<file path="config.mk">
export PLATFORM = sky130hd
export DESIGN_NAME = async_serial_receiver
export DESIGN_NICKNAME = d
export VERILOG_FILES = /design/src/pkg/rx_pkg.sv /design/src/pkg/rx_fifo_if.sv /design/src/hw/rx_fifo2.sv /design/src/hw/async_serial_receiver.sv
export SDC_FILE = /design/constraint.sdc
export NUM_CORES = 1
export LEC_CHECK = 0
export ABC_CLOCK_PERIOD_IN_PS = 4100
export BUFFER_PORTS_ARGS = -buffer_cell sky130_fd_sc_hd__buf_2
export CAP_MARGIN = 40
export CORE_UTILIZATION = 40
export DETAILED_ROUTE_END_ITERATION = 10
export RECOVER_POWER = 100
export SLEW_MARGIN = 25
export SYNTH_ARGS = -nofsm -noshare
export SYNTH_HDL_FRONTEND = slang
export SYNTH_SLANG_ARGS = --single-unit
export TNS_END_PERCENT = 20
</file>
<file path="constraint.sdc">
create_clock -name pclk -period 4.1 [get_ports pclk]
set_clock_uncertainty 0.05 [all_clocks]
set_input_delay 0.41 -clock pclk [delete_from_list [all_inputs] [get_ports pclk]]
set_output_delay 0.41 -clock pclk [all_outputs]
set_load 0.1 [all_outputs]
</file>
<file path="src/pkg/rx_pkg.sv">
// constants, register map and field layout for the asynchronous serial receiver
// Summary of operation
// - receive only when enabled, async, port on
// - falling edge on line starts a character
// - start not low at centre: silent abort
// - majority sample each data bit, shift in
// - stop low sets framing error, high clears
// - after stop, buffer character, raise pending flag
// - data read returns oldest, advances buffer
// - pending flag means enabled and unread data
// - interrupt needs all three enables set
// - framing error shown for oldest character
// - port disable resets receiver and errors
// - framing error neither interrupts nor halts
// - third character with buffer full: overrun
// - overrun halts reception, buffer stays readable
// - overrun cleared only by disabling receive/port
// - nine-bit mode: ninth bit shown separately
// - address detect in nine-bit mode keeps only ninth-bit-set characters
// - line sampled at sixteen ticks per bit
package rx_pkg;
  // byte addresses of the apb registers
  localparam logic [11:0] ADDR_CONTROL = 12'h000;
  localparam logic [11:0] ADDR_STATUS = 12'h004;
  localparam logic [11:0] ADDR_DATA = 12'h008;
  // control register bit positions
  localparam int CTL_PORT_EN = 0;
  localparam int CTL_RX_EN = 1;
  localparam int CTL_SYNC = 2;
  localparam int CTL_NINE = 3;
  localparam int CTL_ADDR_DET = 4;
  localparam int CTL_RX_IE = 5;
  localparam int CTL_PERIPH_IE = 6;
  localparam int CTL_GLOBAL_IE = 7;
  localparam int CTL_WIDTH = 8;
  localparam logic [CTL_WIDTH-1:0] CTL_RESET = 8'h00;
  // status register bit positions
  localparam int STS_PENDING = 0;
  localparam int STS_FRAMING_ERROR_STATUS = 1;
  localparam int STS_OVERRUN = 2;
  localparam int STS_NINTH = 3;
  localparam int STS_BUSY = 4;
  // buffer entry layout: {framing error, ninth bit, data byte}
  localparam int ENTRY_W = 10;
  localparam int ENT_NINTH = 8;
  localparam int ENT_FRAMING_ERROR_STATUS = 9;
  localparam logic [1:0] FIFO_DEPTH = 2'h2;
  // sixteen ticks per bit: two samples then a deciding sample near centre
  localparam logic [3:0] TICK_SAMPLE_A = 4'h7;
  localparam logic [3:0] TICK_SAMPLE_B = 4'h8;
  localparam logic [3:0] TICK_DECIDE = 4'h9;
  localparam logic [3:0] BITS_EIGHT = 4'h8;
  localparam logic [3:0] BITS_NINE = 4'h9;
  typedef enum logic [1:0] {ST_IDLE, ST_START, ST_DATA, ST_STOP} rx_state_e;
endpackage

</file>
<file path="src/pkg/rx_fifo_if.sv">
// signals between the receiver core and its two-entry character buffer
`timescale 1ns/10ps
`default_nettype none
interface rx_fifo_if;
  import rx_pkg::*;
  logic push; // store push_data this cycle
  logic pop; // drop the oldest entry this cycle
  logic clear; // empty the buffer
  logic [ENTRY_W-1:0] push_data; // entry being stored
  logic [ENTRY_W-1:0] head; // oldest entry
  logic [1:0] count; // entries held
  modport core (output push, output pop, output clear, output push_data,
                input head, input count);
  modport store (input push, input pop, input clear, input push_data,
                 output head, output count);
endinterface
`default_nettype wire

</file>
<file path="src/hw/rx_fifo2.sv">
// two-entry character buffer with registered storage
`timescale 1ns/10ps
`default_nettype none
module rx_fifo2
  import rx_pkg::*;
(
  input wire logic pclk,
  input wire logic presetn,
  rx_fifo_if.store fifo
);
  logic [ENTRY_W-1:0] mem [2]; // storage, one word per character
  logic rd_ptr; // slot of the oldest entry
  logic wr_ptr; // slot for the next entry
  logic [1:0] count; // entries held

  // oldest entry comes straight out of a storage register
  assign fifo.head = mem[rd_ptr];
  assign fifo.count = count;

  // storage write; the core pushes into a full buffer only in a cycle that also pops
  always_ff @(posedge pclk or negedge presetn)
  begin
    if (!presetn)
    begin
      mem[0] <= '0;
      mem[1] <= '0;
    end
    else if (fifo.push && !fifo.clear)
    begin
      mem[wr_ptr] <= fifo.push_data;
    end
  end

  // pointers and occupancy; clear wins over everything
  always_ff @(posedge pclk or negedge presetn)
  begin
    if (!presetn)
    begin
      rd_ptr <= 1'b0;
      wr_ptr <= 1'b0;
      count <= 2'h0;
    end
    else if (fifo.clear)
    begin
      rd_ptr <= 1'b0;
      wr_ptr <= 1'b0;
      count <= 2'h0;
    end
    else
    begin
      if (fifo.push)
        wr_ptr <= ~wr_ptr;
      if (fifo.pop)
        rd_ptr <= ~rd_ptr;
      if (fifo.push && !fifo.pop)
        count <= count + 2'h1;
      else if (fifo.pop && !fifo.push)
        count <= count - 2'h1;
    end
  end
endmodule
`default_nettype wire

</file>
<file path="src/hw/async_serial_receiver.sv">
// asynchronous serial receiver with apb registers and two-character buffer
//
// Decided for this implementation: the address map and the APB interface to the registers.
`timescale 1ns/10ps
`default_nettype none
module async_serial_receiver
  import rx_pkg::*;
(
  input wire logic pclk,
  input wire logic presetn,
  input wire logic psel,
  input wire logic penable,
  input wire logic pwrite,
  input wire logic [11:0] paddr,
  input wire logic [31:0] pwdata,
  output logic [31:0] prdata,
  output logic pready,
  output logic pslverr,
  input wire logic baud_tick16,
  input wire logic rx_pin,
  output logic rx_irq
);
  rx_fifo_if fifo ();

  logic [CTL_WIDTH-1:0] control; // software control bits
  logic serial_port_enable; // whole port on
  logic receive_enable_bit; // receiver on
  logic sync_mode; // synchronous mode select, receiver idles when set
  logic nine_bit_receive_select; // nine bits per character
  logic address_detect_enable; // keep only address characters, in nine-bit frames only
  logic rx_active; // asynchronous reception allowed
  logic receive_pending_flag; // unread character while enabled
  logic framing_error_status; // framing flag of the oldest character
  logic overrun_error_status; // sticky overrun
  logic received_ninth_bit; // ninth bit of the oldest character
  logic rx_meta; // first synchroniser stage, read only by rx_sync
  logic rx_sync; // synchronised line
  logic rx_prev; // line one cycle back, for edge detection
  logic fall_edge; // high-to-low transition seen
  rx_state_e state; // framing state
  logic [3:0] tick_cnt; // position inside the current bit
  logic [3:0] bit_cnt; // data bits taken so far
  logic frame_nine; // width of the frame in flight
  logic samp_a; // first majority sample
  logic samp_b; // second majority sample
  logic decide; // deciding tick of the current bit
  logic bit_val; // majority result
  logic [8:0] receive_shift_register; // assembled bits, lsb first
  logic [7:0] char_data; // data byte of the finished frame
  logic char_ninth; // ninth bit of the finished frame
  logic stop_done; // stop bit decided this cycle
  logic char_keep; // finished frame passes the address filter
  logic fifo_full; // no room even after this cycle's pop
  logic apb_setup; // first phase of a transfer
  logic apb_access; // completing phase of a transfer
  logic addr_known; // address maps to a register
  logic rd_valid; // data read found a character at setup
  logic pop_now; // data read completes and removes a character

  // control field split
  assign serial_port_enable = control[CTL_PORT_EN];
  assign receive_enable_bit = control[CTL_RX_EN];
  assign sync_mode = control[CTL_SYNC];
  assign nine_bit_receive_select = control[CTL_NINE];
  assign address_detect_enable = control[CTL_ADDR_DET];
  assign rx_active = receive_enable_bit & ~sync_mode & serial_port_enable;

  // majority of three samples
  function automatic logic majority3(input logic a, input logic b, input logic c);
    majority3 = (a & b) | (a & c) | (b & c);
  endfunction

  // line synchroniser; the remote transmitter shares no clock with us
  always_ff @(posedge pclk or negedge presetn)
  begin
    if (!presetn)
    begin
      rx_meta <= 1'b1;
      rx_sync <= 1'b1;
      rx_prev <= 1'b1;
    end
    else
    begin
      rx_meta <= rx_pin;
      rx_sync <= rx_meta;
      rx_prev <= rx_sync;
    end
  end

  assign fall_edge = rx_prev & ~rx_sync;
  assign decide = baud_tick16 && (tick_cnt == TICK_DECIDE);
  assign bit_val = majority3(samp_a, samp_b, rx_sync);
  assign stop_done = (state == ST_STOP) && decide;

  // framing state machine
  always_ff @(posedge pclk or negedge presetn)
  begin
    if (!presetn)
      state <= ST_IDLE;
    else if (!rx_active)
      state <= ST_IDLE;
    else
    begin
      case (state)
        ST_IDLE:
          // an overrun freezes reception until software clears it
          if (fall_edge && !overrun_error_status)
            state <= ST_START;
        ST_START:
          if (decide)
            state <= bit_val ? ST_IDLE : ST_DATA;
        ST_DATA:
          if (decide && (bit_cnt == (frame_nine ? BITS_NINE : BITS_EIGHT) - 4'h1))
            state <= ST_STOP;
        ST_STOP:
          if (decide)
            state <= ST_IDLE;
        default:
          state <= ST_IDLE;
      endcase
    end
  end

  // sixteen-tick bit timer, restarted at the start edge
  always_ff @(posedge pclk or negedge presetn)
  begin
    if (!presetn)
      tick_cnt <= 4'h0;
    else if (state == ST_IDLE)
      tick_cnt <= 4'h0;
    else if (baud_tick16)
      tick_cnt <= tick_cnt + 4'h1;
  end

  // majority samples just before the deciding tick
  always_ff @(posedge pclk or negedge presetn)
  begin
    if (!presetn)
    begin
      samp_a <= 1'b1;
      samp_b <= 1'b1;
    end
    else if (baud_tick16)
    begin
      if (tick_cnt == TICK_SAMPLE_A)
        samp_a <= rx_sync;
      if (tick_cnt == TICK_SAMPLE_B)
        samp_b <= rx_sync;
    end
  end

  // shift register advances once per data bit
  always_ff @(posedge pclk or negedge presetn)
  begin
    if (!presetn)
    begin
      receive_shift_register <= 9'h000;
      bit_cnt <= 4'h0;
      frame_nine <= 1'b0;
    end
    else if (state == ST_IDLE)
    begin
      bit_cnt <= 4'h0;
      frame_nine <= nine_bit_receive_select;
    end
    else if ((state == ST_DATA) && decide)
    begin
      receive_shift_register <= {bit_val, receive_shift_register[8:1]};
      bit_cnt <= bit_cnt + 4'h1;
    end
  end

  // eight-bit frames end one place higher in the shift register
  assign char_data = frame_nine ? receive_shift_register[7:0] : receive_shift_register[8:1];
  assign char_ninth = frame_nine & receive_shift_register[8];
  assign char_keep = !(address_detect_enable && frame_nine) || char_ninth;
  assign fifo_full = (fifo.count == FIFO_DEPTH) && !pop_now;

  // hand finished characters to the buffer
  assign fifo.push = stop_done && char_keep && !fifo_full && rx_active;
  assign fifo.push_data = {~bit_val, char_ninth, char_data};
  assign fifo.pop = pop_now;
  assign fifo.clear = !serial_port_enable;

  rx_fifo2 u_fifo (
    .pclk(pclk),
    .presetn(presetn),
    .fifo(fifo)
  );

  // overrun: set wins over the clear, which is receiver or port disable
  always_ff @(posedge pclk or negedge presetn)
  begin
    if (!presetn)
      overrun_error_status <= 1'b0;
    else if (stop_done && char_keep && fifo_full && rx_active)
      overrun_error_status <= 1'b1;
    else if (!receive_enable_bit || !serial_port_enable)
      overrun_error_status <= 1'b0;
  end

  // visible status follows the oldest unread entry
  assign receive_pending_flag = rx_active && (fifo.count != 2'h0);
  assign framing_error_status = (fifo.count != 2'h0) && fifo.head[ENT_FRAMING_ERROR_STATUS];
  assign received_ninth_bit = (fifo.count != 2'h0) && fifo.head[ENT_NINTH];
  assign rx_irq = receive_pending_flag & control[CTL_RX_IE] & control[CTL_PERIPH_IE]
                  & control[CTL_GLOBAL_IE];

  // apb decode; the slave never inserts wait states
  assign apb_setup = psel && !penable;
  assign apb_access = psel && penable;
  assign addr_known = (paddr == ADDR_CONTROL) || (paddr == ADDR_STATUS)
                      || (paddr == ADDR_DATA);
  assign pready = 1'b1;
  assign pslverr = apb_access && !addr_known;
  // pop only what was captured at setup, so no character is lost unseen
  assign pop_now = apb_access && !pwrite && (paddr == ADDR_DATA) && rd_valid;

  // control register write; status and data are read-only
  always_ff @(posedge pclk or negedge presetn)
  begin
    if (!presetn)
      control <= CTL_RESET;
    else if (apb_access && pwrite && (paddr == ADDR_CONTROL))
      control <= pwdata[CTL_WIDTH-1:0];
  end

  // read data captured in the setup phase, held through the access phase
  always_ff @(posedge pclk or negedge presetn)
  begin
    if (!presetn)
    begin
      prdata <= 32'h0000_0000;
      rd_valid <= 1'b0;
    end
    else if (apb_setup)
    begin
      rd_valid <= !pwrite && (paddr == ADDR_DATA) && (fifo.count != 2'h0);
      prdata <= 32'h0000_0000;
      if (!pwrite)
      begin
        case (paddr)
          ADDR_CONTROL:
            prdata[CTL_WIDTH-1:0] <= control;
          ADDR_STATUS:
          begin
            prdata[STS_PENDING] <= receive_pending_flag;
            prdata[STS_FRAMING_ERROR_STATUS] <= framing_error_status;
            prdata[STS_OVERRUN] <= overrun_error_status;
            prdata[STS_NINTH] <= received_ninth_bit;
            prdata[STS_BUSY] <= (state != ST_IDLE);
          end
          ADDR_DATA:
            if (fifo.count != 2'h0)
              prdata[7:0] <= fifo.head[7:0];
          default:
            prdata <= 32'h0000_0000;
        endcase
      end
    end
    else if (apb_access)
      rd_valid <= 1'b0;
  end
endmodule
`default_nettype wire

</file>
# After elaboration in Yosys (flattened, before gate mapping)
# Cells that the tools add are included.
# totals
regBits	91
latch_bits	0
mem_bits_rw	0
rom_bits	0
in_bits	51
out_inout_bits	35
mem_count	0
# classes
addsub	5
multipliers	0
n_div	0
magnitude_cmp	3
n_eq_ne	17
n_shift	0
mux	34
bitwise_logic	20
reduce_logical	55
# op_table
op	n
$mux W10	4
$logic_and A1 B1 Y1	29
$mux W8	3
$bwmux W20	1
$mux W2	9
$mux W4	4
$pmux W5 S3	1
$eq A12 B3 Y1 const B	1
$eq A12 B4 Y1 const B	1
$logic_not A12 Y1	1
$ne A3 B3 Y1 const B	4
$reduce_bool A2 Y1	6
$and A1 B1 Y1	10
$demux W10 S1	1
$logic_not A1 Y1	10
$mux W1	9
$add A4 B1 Y4 const B	2
$eq A4 B4 Y1 const B	2
$pmux W2 S4	1
$eq A2 B2 Y1 const B	3
$not A1 Y1	6
$pmux W3 S2	1
$reduce_and A2 Y1	3
$eq A4 B3 Y1 const B	1
14 further kinds	21

# Logic depth before layout (Yosys ltp)
# Gate-level depths: netlist of the first run.
# depth
depth_word	14
depth_mapped	8
depth_no_buf	7

# By module
# Synthesis of the first run repeated with hierarchy kept, for this count alone.
# hier_totals
hier_cells	287
area_unflattened_um2	3510.9
# by_module_without_submodules
module	instances	cells_each	area_each_um2	seq_area_each_um2
async_serial_receiver	1	216	2448.6	1082.3
rx_fifo2	1	71	1062.3	600.6

# Worst setup path after synthesis of the first run
# No wires, ideal clock.
# synth_timing
path_kind	reg2out
from	register control[0]
to	output port rx_irq
arrival_ns	1.995
required_ns	3.640
setup_slack_ns	1.645
path_stages_with_launch	4
n_path_buf	1
path_cell_list	dfrtp_1 clkbuf_1 nand3b_1 nor2_1
# synth_via
elab_chain_len	5
# synth_lines
item	line	text
start, declared	async_serial_receiver.sv:25	logic [CTL_WIDTH-1:0] control;
start signal, assigned	async_serial_receiver.sv:225	control <= pwdata[CTL_WIDTH-1:0];
$and A1 B1 Y1	async_serial_receiver.sv:66	assign rx_active = receive_enable_bit & ~sync_mode & serial_port_enable;
$logic_and A1 B1 Y1	async_serial_receiver.sv:203	assign receive_pending_flag = rx_active && (fifo.count != 2'h0);
$and A1 B1 Y1 (2 in a row)	async_serial_receiver.sv:206	assign rx_irq = receive_pending_flag & control[CTL_RX_IE] & control[CTL_PERIPH_IE]
$and A1 B1 Y1	async_serial_receiver.sv:207	& control[CTL_GLOBAL_IE];
end, declared	async_serial_receiver.sv:21	output logic rx_irq
# Every way passes these cells.

# Worst setup path after layout of the first run
# layout_timing
from	input port paddr[5]
to	register control[5]
# layout_via
elab_chain_len	2
# layout_lines
item	line	text
start, declared	async_serial_receiver.sv:14	input wire logic [11:0] paddr,
$logic_not A12 Y1	async_serial_receiver.sv:224	else if (apb_access && pwrite && (paddr == ADDR_CONTROL))
$logic_and A1 B1 Y1	async_serial_receiver.sv:224	
# Every way passes these cells.
# A chain may end at the register's enable or synchronous reset.

==> metrics.md, run 1 <==
| Metric | Value |
|---|---|
| P per Cell Area | `356 mW/mm²` |
| Hold Buf Count CTS | `0` |
| CP Launch Type | `input pin` |
| Total track usage | `0.172` |
| Initial DRT Pass Iterations | `4` |
| Core Box Area | `0.00834 mm²` |
| Final Hold Fails | `0` |
| Placed Area | `0.00368 mm²` |
| Highest-delay cell along the critical path | `nor4b_2` |
| Worst EP arrival | `3080 ps` |
| R2R setup slack | `1740 ps` |
| Failing checks | `max-capacitance violations, max-slew violations` |
| Final worst-path cycle share | `0.710` |
| EDFF count, synth | `0` |
| Clk slew on worst S/H paths | `70 ps` |
| I/O pin count | `86` |
| Netlist cell types | `50` |
| Vias per cell | `5.07` |
| Worst-path cell chain | `buf_2 -> nor4_1 -> nand4b_4 -> nor4b_2 -> mux2_2` |
| Worst setup EP type | `register` |
| Maximum number of pins on one net before global-route repair | `50` |
| Top cells by area, synth | `dfrtp_1 (44%), mux2_2 (12%), nand2_1 (5.5%), buf_4 (5.4%), mux2_4 (3.9%)` |
| Slowest cell delay on critical path | `1050 ps` |
| Root buffer cell | `clkbuf_8` |
| Worst Hold End | `rx_meta$_DFF_PN1_` |
| Gpl congestion | `0.789` |
| Most used DFF post-synth | `dfrtp_1` |
| Post-synth top area share | `0.444` |
| CTS H-tree lvls | `3` |
| Starting Density | `0.419` |
| Clock sink total | `67` |
| Pre-CTS setup slack | `1590 ps` |
| Post-CTS setup buffer count | `0` |
| Slew headroom | `-0.725` |
| Antenna viol nets, final | `0` |
| Status | `finished with violations` |
| Site row count | `33` |
| Port bufs | `36` |
| Post-CTS Resized | `0` |
| Register area share after synthesis | `0.482` |
| Fillers | `812` |
| Maximum vdd drop | `0.127 mV` |
| Dominant cell type by area after synthesis | `dfrtp_1` |
| Syn_area_per_cell | `11.2 µm²` |
| Total overflow reported by the global router | `0` |
| Area grow syn2layout | `8.46%` |
| Initial antenna violation count | `0` |
| Netlist Area Pre-Place | `0.00349 mm²` |
| # diodes | `0` |
| Final setup viols | `0` |
| Worst-Skew Late Latency | `340 ps` |
| Slew @ Worst Pin | `2590 ps` |
| Number of global-route vias before repair | `2271` |
| Core Util, Final | `0.454` |
| Synth warn | `0` |
| Share of cells above drive strength 1 | `0.248` |
| Crit path buffers/inverters | `1` |
| DIE WIDTH | `95.4 µm` |
| CTS tree | `done` |
| Cts bufs inserted | `9` |
| Crit path time final | `2910 ps` |
| Dpl hpwl | `4940 µm` |
| Final worst setup slack | `1190 ps` |
| Worst path required time | `4270 ps` |
| Initial drt markers | `76` |
| Fmax | `0.344 GHz` |
| Min-Delay Path Depth | `1` |
| Leak | `1.79 nW` |
| Die area | `0.00910 mm²` |
| Cell count after synthesis | `312` |
| # nets final | `405` |
| Die extent in y | `95.4 µm` |
| First-pass GRT wire length | `11600 µm` |
| Min-delay src | `rx_pin` |
| Critical R2R Capture | `u_fifo.mem[11]$_DFFE_PN0P_` |
| Crit-path max FO | `8` |
| Reg-to-reg startpoint | `tick_cnt[1]$_DFFE_PN0P_` |
| HP Class | `in -> reg` |
| Max Slew Vio Count | `50` |
| Drt total wl | `7060 µm` |
| Crit Path Category | `in -> reg` |
| Crit path max-delay family | `simple AND/OR/NAND/NOR gates` |
| Cell area after layout | `0.00379 mm²` |
| Max Root-Sink Buffers | `2` |
| RSZ-0062 raised after global routing | `false` |
| # DRC | `0` |
| Vias | `2333` |
| WL/cell | `15.3 µm` |
| #FFs+latches synth | `67` |
| Ys async rst share | `1.00` |
| Setup tns final | `0 ps` |
| Maxcap violations | `1` |
| Reg2reg path depth | `8` |
layout by cell type, fill, tap and decap left out, types with 2 or more instances in the layout:
master	count
dfrtp_1	62
nand2_1	51
mux2_2	38
conb_1	25
buf_2	25
nor2_1	19
o21ai_0	13
clkbuf_1	13
clkbuf_8	10
a22oi_1	8
mux2_1	8
mux2i_1	6
inv_1	4
o221ai_1	4
nand3_1	4
ha_1	4
dfstp_2	4
nand3b_1	3
nor4b_1	3
nor3_1	3
a21oi_1	3
xor2_1	3
xnor2_1	3
nand4b_1	3
o2111ai_1	2
nand2b_1	2
o211ai_1	2
and4b_1	2
nor3b_1	2
and2_1	2
clkinvlp_4	2
buf_4	2
where the power goes:
group / total, W / internal [W] / switching (W)
registers: 0.000665 / 0.000663 / 0.00000127
logic: 0.000140 / 0.0000128 / 0.000127
clock network: 0.000543 / 0.000297 / 0.000246
total: 0.00135 / 0.000973 / 0.000374
layout make-up:
type / instances / area [µm²] / share of cell area
clock buffer: 12 / 145 / 0.0383
multi-input combinational: 230 / 1580 / 0.417
clock inverter: 4 / 50.0 / 0.0132
tap: 105 / 131 / 0.0347
timing repair buffer: 38 / 181 / 0.0479
sequential: 67 / 1680 / 0.444
inverter: 4 / 15.0 / 0.00397
per-stage QoR:
| step | total power (W) | instances | hold WS (ps) |
|---|---|---|---|
| final | 0.00135 | 460 | 124 |
| after floorplan | 0.000808 | 335 | 64.4 |
| after CTS | 0.00137 | 460 | 46.7 |
| after global routing | 0.00140 | 460 | 94.9 |
| after detailed placement | 0.000821 | 444 | 304 |
| after global placement | 0.000820 | 444 | 300 |
metal layers:
metal | global-route usage | up-vias | part of all wire | routed length (µm)
li1 | - | 1126 | - | -
met2 | 0.256 | 68 | 0.45 | 3150
met1 | 0.246 | 1133 | 0.50 | 3500
met4 | 0.0410 | 0 | 0.0072 | 51
met3 | 0.0526 | 6 | 0.050 | 355
met5 | 0 | - | 0 | 0
worst register-to-register path, cell delays in order (launching register included):
cell and delay [ps]:
dfrtp_1 410, inv_1 90, ha_1 160, and4b_1 240
nand2_1 170, or2_1 340, nor3b_1 200, buf_4 240
mux2_1 340
cells in the mapped netlist, drive strengths merged, types with 5 or more instances:
library cell / count
dfrtp: 62
nand2: 51
mux2: 47
buf: 27
nor2: 19
o21ai: 13
a22oi: 8
clkbuf: 7
mux2i: 6
dfstp: 5
state kept, by name, indices dropped and copies added (netlist names):
signal / cells
bit_cnt: 4
control: 8
frame_nine: 1
overrun_error_status: 1
prdata: 8
rd_valid: 1
receive_shift_register: 9
rx_meta: 1
rx_prev: 1
rx_sync: 1
samp_a: 1
samp_b: 1
state: 2
tick_cnt: 4
u_fifo.fifo.count: 2
u_fifo.mem: 20
u_fifo.rd_ptr: 1
u_fifo.wr_ptr: 1
cell families after synthesis:
group	Yosys count	synth area share
and+or+nand+nor	103	0.160
muxes	53	0.178
adders and majority gates	4	0.0143
other	2	0.00215
DFF	67	0.482
AOI/OAI and AO/OA	39	0.0778
buffers and inverters	38	0.0702
xor gates and xnor gates	6	0.0151
how the worst max path moves through the flow:
stage                                  startpoint                    endpoint  slack (ps)  cells past startpoint
final                                    paddr[5]      control[5]$_DFFE_PN0P_        1190                      5
after CTS                 tick_cnt[1]$_DFFE_PN0P_  u_fifo.mem[19]$_DFFE_PN0P_        1740                      8
after floorplan            control[0]$_DFFE_PN0P_                      rx_irq        1650                      3
after detailed placement                 paddr[1]      control[5]$_DFFE_PN0P_        1590                      5
after global placement                   paddr[5]  u_fifo.mem[19]$_DFFE_PN0P_        1630                      7
after global routing                     paddr[5]      control[7]$_DFFE_PN0P_         920                      5
No activity file was read; power rests on OpenSTA's default activity.
==> run 2: changes to the inputs <==
ABC_AREA = 1   (was not set)
ABC_CLOCK_PERIOD_IN_PS = 2550   (was 4100)
clock period = 2.55 ns   (was 4.1 ns; I/O delays follow)
==> run 2 against run 1 <==
The run still ends with max-capacitance violations, max-slew violations left. Synthesized cell count increased by 46%. Die area increased by 6.7%. Critical path depth decreased by 2. Register-to-register slack got worse by 1200 ps. Critical path type is now reg -> out. Cell count increased by 32%. Utilization decreased by 0.19 points. Combinational power increased by 130%. Sequential power increased by 62%. Synthesized area increased by 6.9%. Highest routed layer unchanged. Sequential share of layout area decreased by 2.6 points. First-iteration DRC count increased by 120%.
==> metrics.md, run 2 <==
| Metric | Value |
|---|---|
| Final worst-path cycle share | `0.823` |
| EDFF count, synth | `0` |
| Port bufs | `36` |
| Crit path time final | `2100 ps` |
| Gpl congestion | `0.803` |
| Critical Path Sink | `rx_irq` |
| WL/cell | `12.6 µm` |
| Max Root-Sink Buffers | `2` |
| Cts bufs inserted | `9` |
| Starting Density | `0.420` |
| Worst path required time | `2250 ps` |
| HP Class | `in -> reg` |
| Top cells by area, synth | `dfrtp_1 (42%), nand2_1 (12%), nand3_1 (5.8%), buf_4 (5.2%), o21ai_2 (4.9%)` |
| Max Slew Vio Count | `68` |
| Most numerous cell in the Yosys netlist | `nand2_1` |
| Top post-synthesis cells by count | `nand2_1 (120), dfrtp_1 (62), inv_1 (43), nand3_1 (43), nor2_1 (32)` |
| Die area | `0.00972 mm²` |
| Leak | `2.04 nW` |
| Status | `finished with violations` |
| Total track usage | `0.174` |
| Initial drt markers | `166` |
| P per Cell Area | `600 mW/mm²` |
| Max FFs per register | `20` |
| Reg-to-reg startpoint | `tick_cnt[1]$_DFFE_PN0P_` |
| Post-CTS setup buffer count | `0` |
| Register area share after synthesis | `0.451` |
| Area grow syn2layout | `7.71%` |
| Root buffer cell | `clkbuf_8` |
| Commonest non-fill, non-tap cell in the layout | `nand2_1` |
| Reg2reg path depth | `9` |
| Crit Path Category | `reg -> out` |
| Worst-Skew Late Latency | `360 ps` |
| Most used DFF post-synth | `dfrtp_1` |
| Syn_area_per_cell | `8.20 µm²` |
| Slew @ Worst Pin | `1680 ps` |
| Post-synth top area share | `0.416` |
| Clock sink total | `67` |
| CP startpoint | `u_fifo.fifo.count[0]$_DFFE_PN0P_` |
| Initial antenna violation count | `0` |
| R2R setup slack | `500 ps` |
| # DRC | `0` |
| Initial DRT Pass Iterations | `4` |
| Fmax | `0.477 GHz` |
| Worst setup EP type | `primary output` |
| Die extent in y | `98.6 µm` |
| Final setup viols | `0` |
| Crit-path max FO | `7` |
| Vias | `2928` |
| Total overflow reported by the global router | `0` |
| Maxcap violations | `1` |
| Dpl hpwl | `5530 µm` |
| RSZ-0062 raised after global routing | `false` |
| I/O pin count | `86` |
| #FFs+latches synth | `67` |
| Largest Register | `u_fifo.mem` |
| Ys async rst share | `1.00` |
| Drt total wl | `7690 µm` |
| Critical R2R Capture | `u_fifo.mem[8]$_DFFE_PN0P_` |
| Setup tns final | `0 ps` |
| Antenna viol nets, final | `0` |
| # nets final | `551` |
| Failing checks | `max-capacitance violations, max-slew violations` |
| Cell count after synthesis | `455` |
| CTS tree | `done` |
| Netlist cell types | `38` |
| Clk slew on worst S/H paths | `80 ps` |
| Netlist Area Pre-Place | `0.00373 mm²` |
| # diodes | `0` |
| Maximum vdd drop | `0.356 mV` |
| DIE WIDTH | `98.6 µm` |
| CTS H-tree lvls | `3` |
| Site row count | `34` |
| Final Hold Fails | `0` |
| Number of global-route vias before repair | `2797` |
| Slew headroom | `-0.121` |
| Worst Hold Slack | `71.7 ps` |
| Maximum number of pins on one net before global-route repair | `68` |
| Core Box Area | `0.00889 mm²` |
| Dominant cell type by area after synthesis | `dfrtp_1` |
| Vias per cell | `4.81` |
| Final worst setup slack | `452 ps` |
| CP Launch Type | `register` |
| Synth warn | `0` |
| Pre-CTS setup slack | `609 ps` |
| Most frequent cells in the layout | `nand2_1 (121), dfrtp_1 (62), inv_1 (43), nand3_1 (43), o21ai_0 (41)` |
| Worst EP arrival | `1790 ps` |
| First-pass GRT wire length | `13200 µm` |
| Biggest regs | `u_fifo.mem x20, receive_shift_register x9` |
| Share of cells above drive strength 1 | `0.150` |
[run 2: worst max-delay path, cell delays in order (launching register included)]
cell and delay, ps:
dfrtp_1 430, nor2_1 500, nor3_2 110, clkbuf_2 390
[run 2: logic make-up after synthesis]
| logic type | count (synthesis) | synth area share |
|---|---|---|
| DFF | 67 | 0.451 |
| buffers and inverters | 82 | 0.118 |
| other | 2 | 0.00201 |
| xor gates and xnor gates | 1 | 0.00235 |
| AOI/OAI and AO/OA | 71 | 0.121 |
| muxes | 2 | 0.00537 |
| and+or+nand+nor | 226 | 0.287 |
| adders and majority gates | 4 | 0.0134 |
[run 2: layer usage]
| metal | vias to the layer above | global-route usage | share of wire |
|---|---|---|---|
| li1 | 1500 | - | - |
| met1 | 1356 | 0.234 | 0.49 |
| met2 | 61 | 0.280 | 0.45 |
| met3 | 11 | 0.0433 | 0.037 |
| met4 | 0 | 0.0517 | 0.013 |
| met5 | - | 0 | 0 |
[run 2: report_power, final]
group,switching [W],internal (W),total (W)
combinational,0.000275,0.0000481,0.000323
sequential,0.00000831,0.00107,0.00108
clock,0.000449,0.000557,0.00101
[run 2: layout make-up]
class / instances / area (µm²)
clock buffer: 9 / 124
clock inverter: 7 / 101
fill: 899 / 4870
inverter: 47 / 176
multi-input combinational: 329 / 1590
sequential: 67 / 1680
tap: 108 / 135
timing repair buffer: 42 / 214
[run 2: worst min-delay path by stage]
stage / from / end / slack [ps] / depth (start not counted)
detailed placement: presetn / tick_cnt[1]$_DFFE_PN0P_ / 260 / 2
CTS: psel / rd_valid$_DFFE_PN0P_ / 60 / 2
finish: psel / rd_valid$_DFFE_PN0P_ / 70 / 2
global placement: presetn / tick_cnt[1]$_DFFE_PN0P_ / 260 / 2
global route: pwdata[2] / control[2]$_DFFE_PN0P_ / 90 / 3
floorplan: presetn / bit_cnt[0]$_DFFE_PN0P_ / -90 / 0
[run 2: repair_timing]
item | in CTS | in global routing
hold buffers | 2 | 0
gates resized for setup | 0 | 0
hold endpoints to repair | 63 | 0
[run 2: stage by stage]
step           instances  power [W]  instance area (µm²)   util
2_1_floorplan        478    0.00139                 3820      -
3_3_place_gp         591    0.00143                 3920  0.440
3_5_place_dp         591    0.00144                 3920  0.440
4_1_cts              609    0.00245                 4160  0.468
5_1_grt              609    0.00250                 4020  0.452
6_report             609    0.00241                 4020  0.452
